[src/design/twp_pkg.sv]
// Purpose: Shared constants for the two-wire port master (stop, transmit, receive).
// Assumes: APB slave, 32-bit data, one word per register.
// Notes: Offsets are byte addresses.
package twp_pkg;
  localparam logic [7:0] ADDR_CTRL = 8'h00;
  localparam logic [7:0] ADDR_CTRL2 = 8'h04;
  localparam logic [7:0] ADDR_STAT = 8'h08;
  localparam logic [7:0] ADDR_DATA = 8'h0c;
  localparam logic [7:0] ADDR_RATE = 8'h10;
  // Control fields
  localparam int CTRL_PORT_EN = 0;
  localparam int CTRL_MASTER_SEL = 1;
  localparam int CTRL_IRQ_EN = 2;
  // master_control_two fields
  localparam int C2_STOP_EN = 1;
  localparam int C2_RECV_EN = 3;
  localparam int C2_ACK_EN = 4;
  localparam int C2_ACK_DATA = 5;
  // Status fields
  localparam int ST_BUF_FULL = 0;
  localparam int ST_WRITE_COLLISION = 1;
  localparam int ST_OVF = 2;
  localparam int ST_ACK_STATUS_FLAG = 3;
  localparam int ST_STOP_SEEN = 4;
  localparam int ST_IRQ = 5;
  localparam int ST_BUSY = 6;
  localparam logic [6:0] RATE_RESET = 7'h05;
  localparam logic [3:0] BITS_TX = 4'h9;
  localparam logic [3:0] BITS_RX = 4'h8;
endpackage : twp_pkg

[src/design/twp_master.sv]
// Purpose: Master part of a two-wire port: stop, byte transmit with ack sample, byte receive.
// Assumes: APB slave registers; SCL/SDA inputs synchronous to i_ref_clk.
// Notes: Open-drain pins: output enable low means the pin is pulled low.
`timescale 1ns/1ps
`default_nettype none
// Summary of operation
// - After a byte's ninth falling edge SCL stays low before any stop.
// - Stop enable drives SDA low; once sampled low, rate generator reloads and counts.
// - In stop, on overflow release SCL; one period later release SDA.
// - Set stop-detected flag when SDA sampled high while SCL high.
// - One period after stop seen, clear stop enable and set interrupt flag.
// - Buffer write during stop sets write collision, buffer unchanged.
// - Released SCL pauses generator until SCL high, then reload and count.
// - Buffer write in master mode sets buffer full and starts transmission.
// - Bits shift out on SCL falling edge: seven address bits then direction.
// - On ninth falling edge sample SDA into ack status.
// - After ack: set interrupt, clear buffer full, halt with SCL low, SDA free.
// - Transmit clears buffer full after all eight bits shifted out.
// - Buffer write during transmit sets write collision, buffer unchanged.
// - Ack status reads zero on acknowledge, one on no acknowledge.
// - Receive enable starts generator; bits shift in on SCL rising edge.
// - After eighth falling edge: clear receive enable, load buffer, flag, idle.
// - Receive buffer full clears when software reads the buffer.
// - Overflow set when a byte completes while buffer full still set.
// - Buffer write during receive sets write collision, buffer unchanged.
// - Software may set ack sequence enable after a received byte.
// - Reload from low seven rate bits; SCL rate follows clock over that value.
// - Interrupt flag set by sequence events; output gated by interrupt enable.
// - Master mode needs master select and port enable both set.
module twp_master (
  input wire logic i_ref_clk,
  input wire logic i_reset,
  input wire logic psel,
  input wire logic penable,
  input wire logic pwrite,
  input wire logic [7:0] paddr,
  input wire logic [31:0] pwdata,
  output logic [31:0] prdata,
  output logic pready,
  output logic pslverr,
  input wire logic i_scl,
  output logic o_scl,
  output logic o_scl_oe,
  input wire logic i_sda,
  output logic o_sda,
  output logic o_sda_oe,
  output logic o_irq
);
  typedef enum {TWP_IDLE, TWP_STOP_LOW, TWP_STOP_SCL, TWP_STOP_SDA, TWP_STOP_END, TWP_TX_LOW,
    TWP_TX_HIGH, TWP_RX_LOW, TWP_RX_HIGH, TWP_ACK_LOW, TWP_ACK_HIGH, TWP_ACK_END} twp_state_e;

  twp_state_e state_ff, nxt_state;
  logic [2:0] ctrl_ff;
  logic stop_en_ff, recv_en_ff, ack_en_ff, ack_data_ff;
  logic [6:0] rate_ff;
  logic [7:0] buf_ff, shift_ff;
  logic buf_full_ff, write_collision_ff, ovf_ff, ack_status_flag_ff, stop_seen_ff, irq_flag_ff;
  logic [3:0] bit_cnt_ff;
  logic scl_low_ff, sda_low_ff;
  logic scl_prev_ff;
  logic [31:0] prdata_ff;
  logic pslverr_ff;

  // APB decode: zero-wait answer in the access cycle
  wire acc = psel && penable;
  wire wr = acc && pwrite;
  wire rd = acc && !pwrite;
  wire hit_ctrl = paddr == twp_pkg::ADDR_CTRL;
  wire hit_c2 = paddr == twp_pkg::ADDR_CTRL2;
  wire hit_stat = paddr == twp_pkg::ADDR_STAT;
  wire hit_data = paddr == twp_pkg::ADDR_DATA;
  wire hit_rate = paddr == twp_pkg::ADDR_RATE;
  wire mapped = hit_ctrl | hit_c2 | hit_stat | hit_data | hit_rate;

  wire master_on = ctrl_ff[twp_pkg::CTRL_PORT_EN] && ctrl_ff[twp_pkg::CTRL_MASTER_SEL];
  wire idle = state_ff == TWP_IDLE;
  wire busy = !idle;
  wire data_wr = wr && hit_data;
  wire c2_wr = wr && hit_c2;
  wire start_tx = data_wr && idle && master_on;
  wire start_stop = c2_wr && idle && master_on && pwdata[twp_pkg::C2_STOP_EN];
  wire start_rx = c2_wr && idle && master_on && !pwdata[twp_pkg::C2_STOP_EN]
    && pwdata[twp_pkg::C2_RECV_EN];
  wire start_ack = c2_wr && idle && master_on && !pwdata[twp_pkg::C2_STOP_EN]
    && !pwdata[twp_pkg::C2_RECV_EN] && pwdata[twp_pkg::C2_ACK_EN];
  wire collide = data_wr && busy;

  wire scl_rise = i_scl && !scl_prev_ff;
  wire ovf;
  logic reload, run;
  logic set_irq, set_stop_seen, take_ack, rx_done, tx_byte_done;

  twp_rate_gen #(.WIDTH(7)) twp_rate_gen_inst (
    .i_ref_clk(i_ref_clk),
    .i_reset(i_reset),
    .i_reload(reload),
    .i_run(run),
    .i_value(rate_ff),
    .o_ovf(ovf)
  );

  always_comb begin
    nxt_state = state_ff;
    reload = 1'b0;
    run = 1'b1;
    set_irq = 1'b0;
    set_stop_seen = 1'b0;
    take_ack = 1'b0;
    rx_done = 1'b0;
    tx_byte_done = 1'b0;
    case (state_ff)
      TWP_IDLE: begin
        if (start_stop) begin
          nxt_state = TWP_STOP_LOW;
        end else if (start_tx || start_rx || start_ack) begin
          reload = 1'b1;
          nxt_state = start_tx ? TWP_TX_LOW : (start_rx ? TWP_RX_LOW : TWP_ACK_LOW);
        end
      end
      TWP_STOP_LOW: begin
        if (!i_sda) begin
          reload = 1'b1;
          nxt_state = TWP_STOP_SCL;
        end
      end
      TWP_STOP_SCL: begin
        if (ovf) begin
          nxt_state = TWP_STOP_SDA;
        end
      end
      TWP_STOP_SDA: begin
        run = i_scl;
        if (scl_rise) begin
          reload = 1'b1;
        end else if (ovf && i_scl) begin
          nxt_state = TWP_STOP_END;
        end
      end
      TWP_STOP_END: begin
        if (i_sda && i_scl && !stop_seen_ff) begin
          set_stop_seen = 1'b1;
          reload = 1'b1;
        end else if (ovf && stop_seen_ff) begin
          set_irq = 1'b1;
          nxt_state = TWP_IDLE;
        end
      end
      TWP_TX_LOW, TWP_RX_LOW, TWP_ACK_LOW: begin
        if (ovf) begin
          nxt_state = state_ff == TWP_TX_LOW ? TWP_TX_HIGH : (state_ff == TWP_RX_LOW ? TWP_RX_HIGH : TWP_ACK_HIGH);
        end
      end
      TWP_TX_HIGH, TWP_RX_HIGH, TWP_ACK_HIGH: begin
        run = i_scl;
        if (scl_rise) begin
          reload = 1'b1;
        end else if (ovf && i_scl) begin
          reload = 1'b1;
          if (state_ff == TWP_TX_HIGH) begin
            if (bit_cnt_ff == twp_pkg::BITS_TX - 4'h1) begin
              take_ack = 1'b1;
              set_irq = 1'b1;
              nxt_state = TWP_IDLE;
            end else begin
              tx_byte_done = bit_cnt_ff == twp_pkg::BITS_RX - 4'h1;
              nxt_state = TWP_TX_LOW;
            end
          end else if (state_ff == TWP_RX_HIGH) begin
            if (bit_cnt_ff == twp_pkg::BITS_RX - 4'h1) begin
              rx_done = 1'b1;
              set_irq = 1'b1;
              nxt_state = TWP_IDLE;
            end else begin
              nxt_state = TWP_RX_LOW;
            end
          end else begin
            nxt_state = TWP_ACK_END;
          end
        end
      end
      TWP_ACK_END: begin
        if (ovf) begin
          set_irq = 1'b1;
          nxt_state = TWP_IDLE;
        end
      end
      default: nxt_state = TWP_IDLE;
    endcase
    if (!master_on) begin
      nxt_state = TWP_IDLE;
    end
  end

  // Pin drive targets per state
  wire in_tx = state_ff == TWP_TX_LOW || state_ff == TWP_TX_HIGH;
  wire nxt_scl_low = nxt_state == TWP_IDLE ? ((scl_low_ff || take_ack || rx_done) && master_on) :
    (nxt_state == TWP_STOP_LOW || nxt_state == TWP_STOP_SCL || nxt_state == TWP_TX_LOW
    || nxt_state == TWP_RX_LOW || nxt_state == TWP_ACK_LOW || nxt_state == TWP_ACK_END);
  wire tx_bit = shift_ff[7];
  wire nxt_sda_low = (nxt_state == TWP_STOP_LOW || nxt_state == TWP_STOP_SCL
    || nxt_state == TWP_STOP_SDA) ? 1'b1 :
    (nxt_state == TWP_TX_LOW || nxt_state == TWP_TX_HIGH) ? (bit_cnt_ff < twp_pkg::BITS_RX ? !tx_bit : 1'b0) :
    (nxt_state == TWP_ACK_LOW || nxt_state == TWP_ACK_HIGH) ? !ack_data_ff : 1'b0;

  always_ff @(posedge i_ref_clk or posedge i_reset) begin
    if (i_reset) begin
      state_ff <= TWP_IDLE;
      bit_cnt_ff <= '0;
      shift_ff <= '0;
      scl_low_ff <= 1'b0;
      sda_low_ff <= 1'b0;
      scl_prev_ff <= 1'b1;
    end else begin
      state_ff <= nxt_state;
      scl_low_ff <= nxt_scl_low;
      sda_low_ff <= nxt_sda_low;
      scl_prev_ff <= i_scl;
      if (state_ff == TWP_IDLE) begin
        bit_cnt_ff <= '0;
        if (start_tx) begin
          shift_ff <= pwdata[7:0];
        end
      end else if ((state_ff == TWP_TX_HIGH || state_ff == TWP_RX_HIGH) && nxt_state != state_ff) begin
        bit_cnt_ff <= bit_cnt_ff + 4'h1;
        if (in_tx) begin
          shift_ff <= {shift_ff[6:0], 1'b0};
        end
      end
      if (state_ff == TWP_RX_HIGH && scl_rise) begin
        shift_ff <= {shift_ff[6:0], i_sda};
      end
    end
  end

  // Software registers and flags; hardware set wins over software clear
  always_ff @(posedge i_ref_clk or posedge i_reset) begin
    if (i_reset) begin
      ctrl_ff <= '0;
      stop_en_ff <= 1'b0;
      recv_en_ff <= 1'b0;
      ack_en_ff <= 1'b0;
      ack_data_ff <= 1'b0;
      rate_ff <= twp_pkg::RATE_RESET;
      buf_ff <= '0;
      buf_full_ff <= 1'b0;
      write_collision_ff <= 1'b0;
      ovf_ff <= 1'b0;
      ack_status_flag_ff <= 1'b0;
      stop_seen_ff <= 1'b0;
      irq_flag_ff <= 1'b0;
    end else begin
      if (wr && hit_ctrl) begin
        ctrl_ff <= pwdata[2:0];
      end
      if (wr && hit_rate) begin
        rate_ff <= pwdata[6:0];
      end
      if (c2_wr) begin
        ack_data_ff <= pwdata[twp_pkg::C2_ACK_DATA];
      end
      if (start_stop) begin
        stop_en_ff <= 1'b1;
        stop_seen_ff <= 1'b0;
      end else if (state_ff == TWP_STOP_END && nxt_state == TWP_IDLE) begin
        stop_en_ff <= 1'b0;
      end
      if (start_rx) begin
        recv_en_ff <= 1'b1;
      end else if (rx_done || !master_on) begin
        recv_en_ff <= 1'b0;
      end
      if (start_ack) begin
        ack_en_ff <= 1'b1;
      end else if (state_ff == TWP_ACK_END || !master_on) begin
        ack_en_ff <= 1'b0;
      end
      if (!master_on) begin
        stop_en_ff <= 1'b0;
      end
      if (start_tx) begin
        buf_ff <= pwdata[7:0];
      end else if (rx_done) begin
        buf_ff <= shift_ff;
      end
      if (start_tx || rx_done) begin
        buf_full_ff <= 1'b1;
      end else if (tx_byte_done || take_ack || (rd && hit_data)) begin
        buf_full_ff <= 1'b0;
      end
      if (rx_done && buf_full_ff) begin
        ovf_ff <= 1'b1;
      end else if (wr && hit_stat && !pwdata[twp_pkg::ST_OVF]) begin
        ovf_ff <= 1'b0;
      end
      if (collide) begin
        write_collision_ff <= 1'b1;
      end else if (wr && hit_stat && !pwdata[twp_pkg::ST_WRITE_COLLISION]) begin
        write_collision_ff <= 1'b0;
      end
      if (take_ack) begin
        ack_status_flag_ff <= i_sda;
      end
      if (set_stop_seen) begin
        stop_seen_ff <= 1'b1;
      end else if (wr && hit_stat && !pwdata[twp_pkg::ST_STOP_SEEN]) begin
        stop_seen_ff <= 1'b0;
      end
      if (set_irq) begin
        irq_flag_ff <= 1'b1;
      end else if (wr && hit_stat && !pwdata[twp_pkg::ST_IRQ]) begin
        irq_flag_ff <= 1'b0;
      end
    end
  end

  wire [31:0] stat_word = {25'h0, busy, irq_flag_ff, stop_seen_ff, ack_status_flag_ff, ovf_ff, write_collision_ff, buf_full_ff};
  wire [31:0] c2_word = {26'h0, ack_data_ff, ack_en_ff, recv_en_ff, 1'b0, stop_en_ff, 1'b0};
  wire [31:0] rd_word = hit_ctrl ? {29'h0, ctrl_ff} : hit_c2 ? c2_word : hit_stat ? stat_word :
    hit_data ? {24'h0, buf_ff} : hit_rate ? {25'h0, rate_ff} : 32'h0;

  always_ff @(posedge i_ref_clk or posedge i_reset) begin
    if (i_reset) begin
      prdata_ff <= '0;
      pslverr_ff <= 1'b0;
      o_irq <= 1'b0;
    end else begin
      prdata_ff <= (psel && !penable && !pwrite) ? rd_word : prdata_ff;
      pslverr_ff <= psel && !penable && !mapped;
      o_irq <= irq_flag_ff && ctrl_ff[twp_pkg::CTRL_IRQ_EN];
    end
  end

  assign prdata = prdata_ff;
  assign pready = 1'b1;
  assign pslverr = pslverr_ff;
  assign o_scl = 1'b0;
  assign o_sda = 1'b0;
  assign o_scl_oe = !scl_low_ff;
  assign o_sda_oe = !sda_low_ff;
endmodule : twp_master
`default_nettype wire

[src/design/twp_rate_gen.sv]
// Purpose: Rate generator down counter that times each SCL phase.
// Assumes: Reload value is the low seven bits of the rate register.
// Notes: Counts down to zero then stops; pulse o_ovf once on reaching zero.
`timescale 1ns/1ps
`default_nettype none
module twp_rate_gen #(
  parameter int WIDTH = 7
) (
  input wire logic i_ref_clk,
  input wire logic i_reset,
  input wire logic i_reload,
  input wire logic i_run,
  input wire logic [WIDTH-1:0] i_value,
  output logic o_ovf
);
  logic [WIDTH-1:0] cnt_ff;
  logic active_ff;
  wire done = active_ff && i_run && (cnt_ff <= {{(WIDTH-1){1'b0}}, 1'b1});

  always_ff @(posedge i_ref_clk or posedge i_reset) begin
    if (i_reset) begin
      cnt_ff <= '0;
      active_ff <= 1'b0;
      o_ovf <= 1'b0;
    end else begin
      o_ovf <= done;
      if (i_reload) begin
        cnt_ff <= i_value;
        active_ff <= 1'b1;
      end else if (done) begin
        cnt_ff <= '0;
        active_ff <= 1'b0;
      end else if (active_ff && i_run) begin
        cnt_ff <= cnt_ff - 1'b1;
      end
    end
  end
endmodule : twp_rate_gen
`default_nettype wire

[config.mk]
export PLATFORM = sky130hd
export DESIGN_NAME = twp_master
export DESIGN_NICKNAME = d
export VERILOG_FILES = /design/src/design/twp_pkg.sv /design/src/design/twp_master.sv /design/src/design/twp_rate_gen.sv
export SDC_FILE = /design/constraint.sdc
export NUM_CORES = 1
export LEC_CHECK = 0
export BUFFER_PORTS_ARGS = -buffer_cell sky130_fd_sc_hd__buf_2
export CORE_MARGIN = 2
export CORE_UTILIZATION = 45
export DETAILED_ROUTE_END_ITERATION = 7
export PLACE_DENSITY = 0.71
export SLEW_MARGIN = 20
export SYNTH_ARGS = -nofsm -noshare
export SYNTH_HDL_FRONTEND = slang
export SYNTH_SLANG_ARGS = --single-unit
[constraint.sdc]
create_clock -name i_ref_clk -period 3.2 [get_ports i_ref_clk]
set_input_delay 0.96 -clock i_ref_clk [delete_from_list [all_inputs] [get_ports i_ref_clk]]
set_output_delay 0.96 -clock i_ref_clk [all_outputs]
set_load 0.005 [all_outputs]
# Word level (Yosys, flattened, before mapping)
# Index checks and enable logic that the tools add are counted.
[op_classes] n_mux=97 n_addsub=2 order_cmp=2 eq_ne=35 n_reduce_logical=96 bitwise=4
[op_table] op="2-to-1 mux 32 bit" n=15
[op_table] op="== test 32 x 4 -> 1 bit, second input constant" n=11
[op_table] op="case mux 32 bit (8 select lines)" n=1
[op_table] op="== test 32 x 3 -> 1 bit, second input constant" n=6
[op_table] op="== test 32 x 5 -> 1 bit, second input constant" n=5
[op_table] op="== test 32 x 2 -> 1 bit, second input constant" n=3
[op_table] op="zero test 32 bit" n=3
[op_table] op="2-to-1 mux 8 bit" n=11
[op_table] op="2-to-1 mux 1 bit" n=56
[op_table] op="logical AND 1 bit" n=40
[op_table] op="== test 32 x 1 -> 1 bit, second input constant" n=1
[op_table] op="inequality test 32 bit" n=1
[op_table] op="2-to-1 mux 7 bit" n=4
[op_table] op="2-to-1 mux 4 bit" n=5
[op_table] op="logical OR 1 bit" n=19
[op_table] op="nonzero test 2 bit" n=9
[op_table] op="== test 8 x 4 -> 1 bit, second input constant" n=2
[op_table] op="zero test 1 bit" n=16
[op_table] op="nonzero test 3 bit" n=4
[op_table] op="== test 8 x 3 -> 1 bit, second input constant" n=1
[op_table] op="== test 8 x 5 -> 1 bit, second input constant" n=1
[op_table] op="zero test 8 bit" n=1
[op_table] op="<= comparator 7 x 1 -> 1 bit, second input constant" n=1
[op_table] op="subtractor 7 x 1 -> 7 bit, second input constant" n=1
[op_table] op="13 further kinds" n=19
[word_totals] regBits=118 out_inout_bits=39 elab_cells=261 inputBits=47

# Depth between registers and ports, before layout
[depth] ltp_word=20 mapped_depth=10 mapped_depth_nobuf=10

# By module
# From an unflattened synthesis, not the netlist that was laid out.
[unflattened] hier_cells=522 area_unflattened_um2=5307.6
[by_module_without_submodules] mod="twp_master" area_each_um2=4757.1 seq_area_each_um2=2130.8 cells_per_inst=466 n_inst=1
[by_module_without_submodules] mod="twp_rate_gen" area_each_um2=550.5 seq_area_each_um2=225.2 cells_per_inst=56 n_inst=1

# Worst setup path before layout
# Ideal clock, no wire load.
[synth_path] path_kind="input to register" startpoint="input paddr[1]" endpoint="register shift_ff[0]" path_stages=7 setup_time_ns=0.125 required_ns=3.075 arrival_time_ns=3.489 path_buffers=0 slack_ns=-0.414 path_cell_list="or4_4 > or4_4 > o32a_1 > a21oi_1 > mux2_2 > a41oi_4 > mux2_2"
[synth_between] elab_chain_cells=16 elab_cells_between_ends=26 cone_classes="eq/ne: 4; mux: 6; reduce/logical: 16"
[synth_lines] element="from (decl)" line_no="twp_master.sv:36" text="input wire logic [7:0] paddr,"
[synth_lines] element="== test 8 x 3 -> 1 bit" line_no="twp_master.sv:69" text="wire hit_c2 = paddr == twp_pkg::ADDR_CTRL2;"
[synth_lines] element="logical AND 1 bit" line_no="twp_master.sv:79" text="wire c2_wr = wr && hit_c2;"
[synth_lines] element="logical AND 1 bit (2 in a row)" line_no="twp_master.sv:81, twp_master.sv:82, twp_master.sv:84"
[synth_lines] element="logical AND 1 bit" line_no="twp_master.sv:82, twp_master.sv:84"
[synth_lines] element="logical AND 1 bit, on equally long branches" line_no="twp_master.sv:83, twp_master.sv:85"
[synth_lines] element="2-to-1 mux 4 bit (tied with other cells)" line_no="twp_master.sv:117" text="nxt_state = start_tx ? TWP_TX_LOW : (start_rx ? TWP_RX_LOW : TWP_ACK_LOW);"
[synth_lines] element="2-to-1 mux 4 bit / logical OR 1 bit (equally long branches)" line_no="twp_master.sv:117, twp_master.sv:115"
[synth_lines] element="2-to-1 mux 32 bit" line_no="twp_master.sv:115" text="end else if (start_tx || start_rx || start_ack) begin"
[synth_lines] element="2-to-1 mux 32 bit" line_no="twp_master.sv:113" text="if (start_stop) begin"
[synth_lines] element="case mux 32 bit (8 select lines)" line_no="twp_master.sv:111" text="case (state_ff)"
[synth_lines] element="2-to-1 mux 32 bit" line_no="twp_master.sv:189" text="if (!master_on) begin"
[synth_lines] element="inequality test 32 bit" line_no="twp_master.sv:223" text="end else if ((state_ff == TWP_TX_HIGH || state_ff == TWP_RX_HIGH) && nxt_state != state_ff) begin"
[synth_lines] element="logical AND 1 bit" line_no="twp_master.sv:223"
[synth_lines] element="nonzero test 3 bit (no source line)"
[synth_lines] element="AND reduction 3 bit (no source line) (*)"
[synth_lines] element="to (signal assigned)" line_no="twp_master.sv:221" text="shift_ff <= pwdata[7:0];"
[synth_lines] element="to (signal assigned)" line_no="twp_master.sv:226" text="shift_ff <= {shift_ff[6:0], 1'b0};"
[synth_lines] element="to (signal assigned)" line_no="twp_master.sv:230" text="shift_ff <= {shift_ff[6:0], i_sda};"
[synth_lines] element="to (decl)" line_no="twp_master.sv:56" text="logic [7:0] buf_ff, shift_ff;"
# Mark *: on every way between the ends. The rest lies on a longest branch, timed or not.
# A chain may end at the register's enable or synchronous reset.

# Worst setup path in the final report
[layout_path] startpoint="input paddr[7]" endpoint="register shift_ff[4]"
# Same word-level chain as after synthesis.

==> results.ini <==
[critical_path]
regToRegSetupSlack_ps=110
critPathSlowestCell=sky130_fd_sc_hd__or4_4
critical_path.cell_chain=buf_6 > or4_4 > or4b_4 > o41ai_4 > a31oi_1 > o2bb2ai_2 > a211oi_4 > a41oi_4 > buf_12 > mux2_4
rr_startpoint=state_ff[5]
category_of_the_most_critical_setup_path=input pin to register
timing.reg2reg.worst_path_depth=9
crit_path_start_kind=input pin
critPathTopFamily=simple AND/OR/NAND/NOR gates
rr_endpoint=twp_rate_gen_inst.cnt_ff[6]
critical_path.endpoint_type=register
crit_arrival_ps=3590
timing.critical_path.fanout_max=8
crit_buf_inv=2
critical-path-max-stage-delay_ps=550
worst_ep_required_time_ps=3430

[timing]
timing.final.hold_violations=0
slew-limit-headroom_pct=58.7
grt_setup_unrepaired=true
fin_crit_ps=3360
layout_worst_path_cycle_share_pct=105
worstMarginPinSlew_ps=619
timing.fmax_ghz=0.297
final-setup-viol-count=15
fin_skew_ps=12.6
total_count_of_max_transition_violations_in_the_final_report=0
final.hold.worst_slack_ps=515
setup_ws_ps=-162
setup-tns-final_ps=-1450

[clocking]
clockRootBuffer=sky130_fd_sc_hd__clkbuf_16
cts.sinks=94
cts.htree.levels=3
tritoncts=yes
cts_made_buffers=9
clk_pin_slew_worst_paths_ps=70
cts_hold_repair.buffers=0
worst_skew_pair.late_latency_ps=350
clock_path_buffers=2

[placement]
gp_routability_congestion=0.981
port_bufs=34
placed_cell_area_sq_mm=0.00593
detailed_place_hpwl_um=10400

[synthesis]
synthesis.area_sq_mm=0.00514
synth_ff_type=sky130_fd_sc_hd__dfrtp_1
synth_edf_count=0
yosysWarnings=0
synth_seq_area_share_pct=45.9
yosys_register_bits=94
synthDistinctLibCells=67
syn_inst=532
synth_area_per_cell_sq_um=9.65
fraction_of_registers_with_async_set_or_reset_after_synthesis_pct=100

[pwr]
worst_ir_drop_vdd_mv=0.315
power_mw=2.47
sw_frac_of_total_pct=22.6
power_leakage_nw=2.87
pwr_density_cell_mw_per_mm2=393
pwr-share-comb_pct=5.9
p_switching_uw=558
power_frac_seq_pct=50.3
pwr-share-clk_pct=43.8
internal_power_mw=1.91

[floorplanning]
die-width_um=111
die_y_um=111
die_area_sq_mm=0.0123
num_rows=39
initial_core_util_pct=45.6
boundaryPins=86
core_sq_mm=0.0113

[final_layout]
post_route_cells_drive_above_1_share_pct=26.0
final_area_sq_mm=0.00628
areaGrowthSynthToFinish_pct=22.3
fillCellCount=990
post-route-util_pct=55.7
insertedDiodeCount=0
nNetsFinal=692

[worst_hold_path]
hold-path-endpoint=prdata[7]
min_delay_path_depth=2
min-delay-start=prdata[7]
timing.hold.worst.class=register to register

[detailed_routing]
routed-via-count=4485
detailedRoute.firstIterationViolations=409
final_antenna_net_count=0
post_detailed_route_drc_marker_count=0
length_of_the_first_detailed_routing_pass_in_iterations=5
post_drt_wl_per_cell_um=17.9
via_to_cell_ratio=5.68
totalWireLength_um=14100

[run_status]
status=complete, but fails checks
violations=setup timing

[job]
max_cap_violations=0

[global_route]
grt_pass1_wl_um=22600
global_route.overflow_total=0
grt_antenna_before_repair=0
first_global_vias=4360
grtUsageTotal_pct=23.5
grt_start_max_net_pins=95

-- cell type report --
class	count	area [sq um]	share of cell area, %
Sequential cell	94	2360	37.5
Tap cell	143	179	2.85
Clock buffer	13	250	3.98
Multi-Input combinational cell	425	2700	42.9
Inverter	11	45.0	0.717
Timing Repair Buffer	100	709	11.3
Clock inverter	3	43.8	0.697
-- worst max-delay path by stage --
stage | startpoint | endpoint | cells after the start
after floorplan | paddr[1] | shift_ff[0] | 7
after global placement | paddr[1] | shift_ff[2] | 9
after detailed placement | paddr[1] | shift_ff[5] | 9
after CTS | paddr[7] | shift_ff[6] | 9
after global routing | paddr[7] | shift_ff[1] | 10
final | paddr[7] | shift_ff[4] | 10
-- through the flow --
step / cells / setup WS [ps]
floorplan: 585 / -379
global placement: 773 / -593
detailed placement: 773 / -605
CTS: 789 / -186
global route: 789 / -214
finish: 789 / -162
-- synthesized netlist by cell type, drive strengths merged, types with 9 or more instances --
| cell type | number | share of area (%) |
|---|---|---|
| a21oi | 28 | 2.7 |
| a31oi | 9 | 1.1 |
| buf | 29 | 4.1 |
| clkbuf | 26 | 1.9 |
| dfrtp | 91 | 44 |
| inv | 11 | 0.80 |
| mux2 | 24 | 5.3 |
| mux2i | 16 | 3.1 |
| nand2 | 68 | 5.0 |
| nand2b | 10 | 1.2 |
| nand3 | 11 | 1.1 |
| nor2 | 34 | 2.5 |
| nor3 | 16 | 1.8 |
| nor4 | 9 | 1.2 |
| o21ai | 25 | 2.4 |
-- power by group through the flow --
stage / logic, mW / clock network, mW / registers, mW
global route: 0.162 / 1.15 / 1.24
finish: 0.146 / 1.08 / 1.24
detailed placement: 0.143 / 0 / 1.26
floorplan: 0.0894 / 0 / 1.26
CTS: 0.145 / 1.10 / 1.24
global placement: 0.141 / 0 / 1.26
-- worst reg2reg max path: stages (launching register included) --
cell	delay [ps]
sky130_fd_sc_hd__dfrtp_1	380
sky130_fd_sc_hd__or4_1	720
sky130_fd_sc_hd__nor3_1	310
sky130_fd_sc_hd__and2_1	320
sky130_fd_sc_hd__a32oi_1	190
sky130_fd_sc_hd__o21ai_0	240
sky130_fd_sc_hd__buf_4	210
sky130_fd_sc_hd__nor4b_1	90
sky130_fd_sc_hd__a22o_1	250
sky130_fd_sc_hd__mux2_2	270
-- cell usage in the layout (no fill, tap or decap), drive strengths merged, types with 4 or more instances in the layout --
cell type  instances
o21ai             25
mux2i             16
a22o               5
nor2              34
conb              55
mux2              24
a21oi             28
nand3             11
nand4              6
a222oi             5
or4                5
and3               6
inv               11
and4               4
nand2b            10
nand2             68
dfrtp             91
or2                7
nand3b             6
buf              100
nor3              16
a31oi              9
o31ai              4
or3                5
clkbuf            13
ha                 4
nor4               9
nor2b              6
and2               7
-- flip-flops by register name (all words and copies together), names as in the netlist, 3 cells and up --
register / cells
state_ff: 32
buf_ff: 8
prdata: 8
shift_ff: 8
rate_ff: 7
twp_rate_gen_inst.cnt_ff: 7
bit_cnt_ff: 4
ctrl_ff: 3
-- metal layers --
| layer | part of all wire (%) | wire (um) | up-vias | GRT usage [%] |
|---|---|---|---|---|
| met3 | 7.4 | 1050 | 27 | 4.70 |
| met4 | 2.9 | 411 | 0 | 10.2 |
| met2 | 46 | 6440 | 212 | 37.3 |
| met5 | 0 | 0 | - | 0 |
| li1 | - | - | 2056 | - |
| met1 | 44 | 6230 | 2190 | 31.3 |
-- kinds of logic after synthesis --
family | synth area share (%)
compound gates | 15.9
flops | 45.9
mux | 8.38
fa+ha+maj | 0.974
other cells | 0.146
xor+xnor | 0.171
simple gates | 21.7
buf+inv | 6.85
-- repair_timing --
| action | CTS | global route |
|---|---|---|
| buffers inserted | 0 | 1 |
| gates resized for setup | 10 | 3 |
| pin swaps | 5 | 4 |
| hold endpoints to repair | 0 | 0 |
| setup endpoints to repair | 16 | 19 |
(Power assumes the default switching activity.)
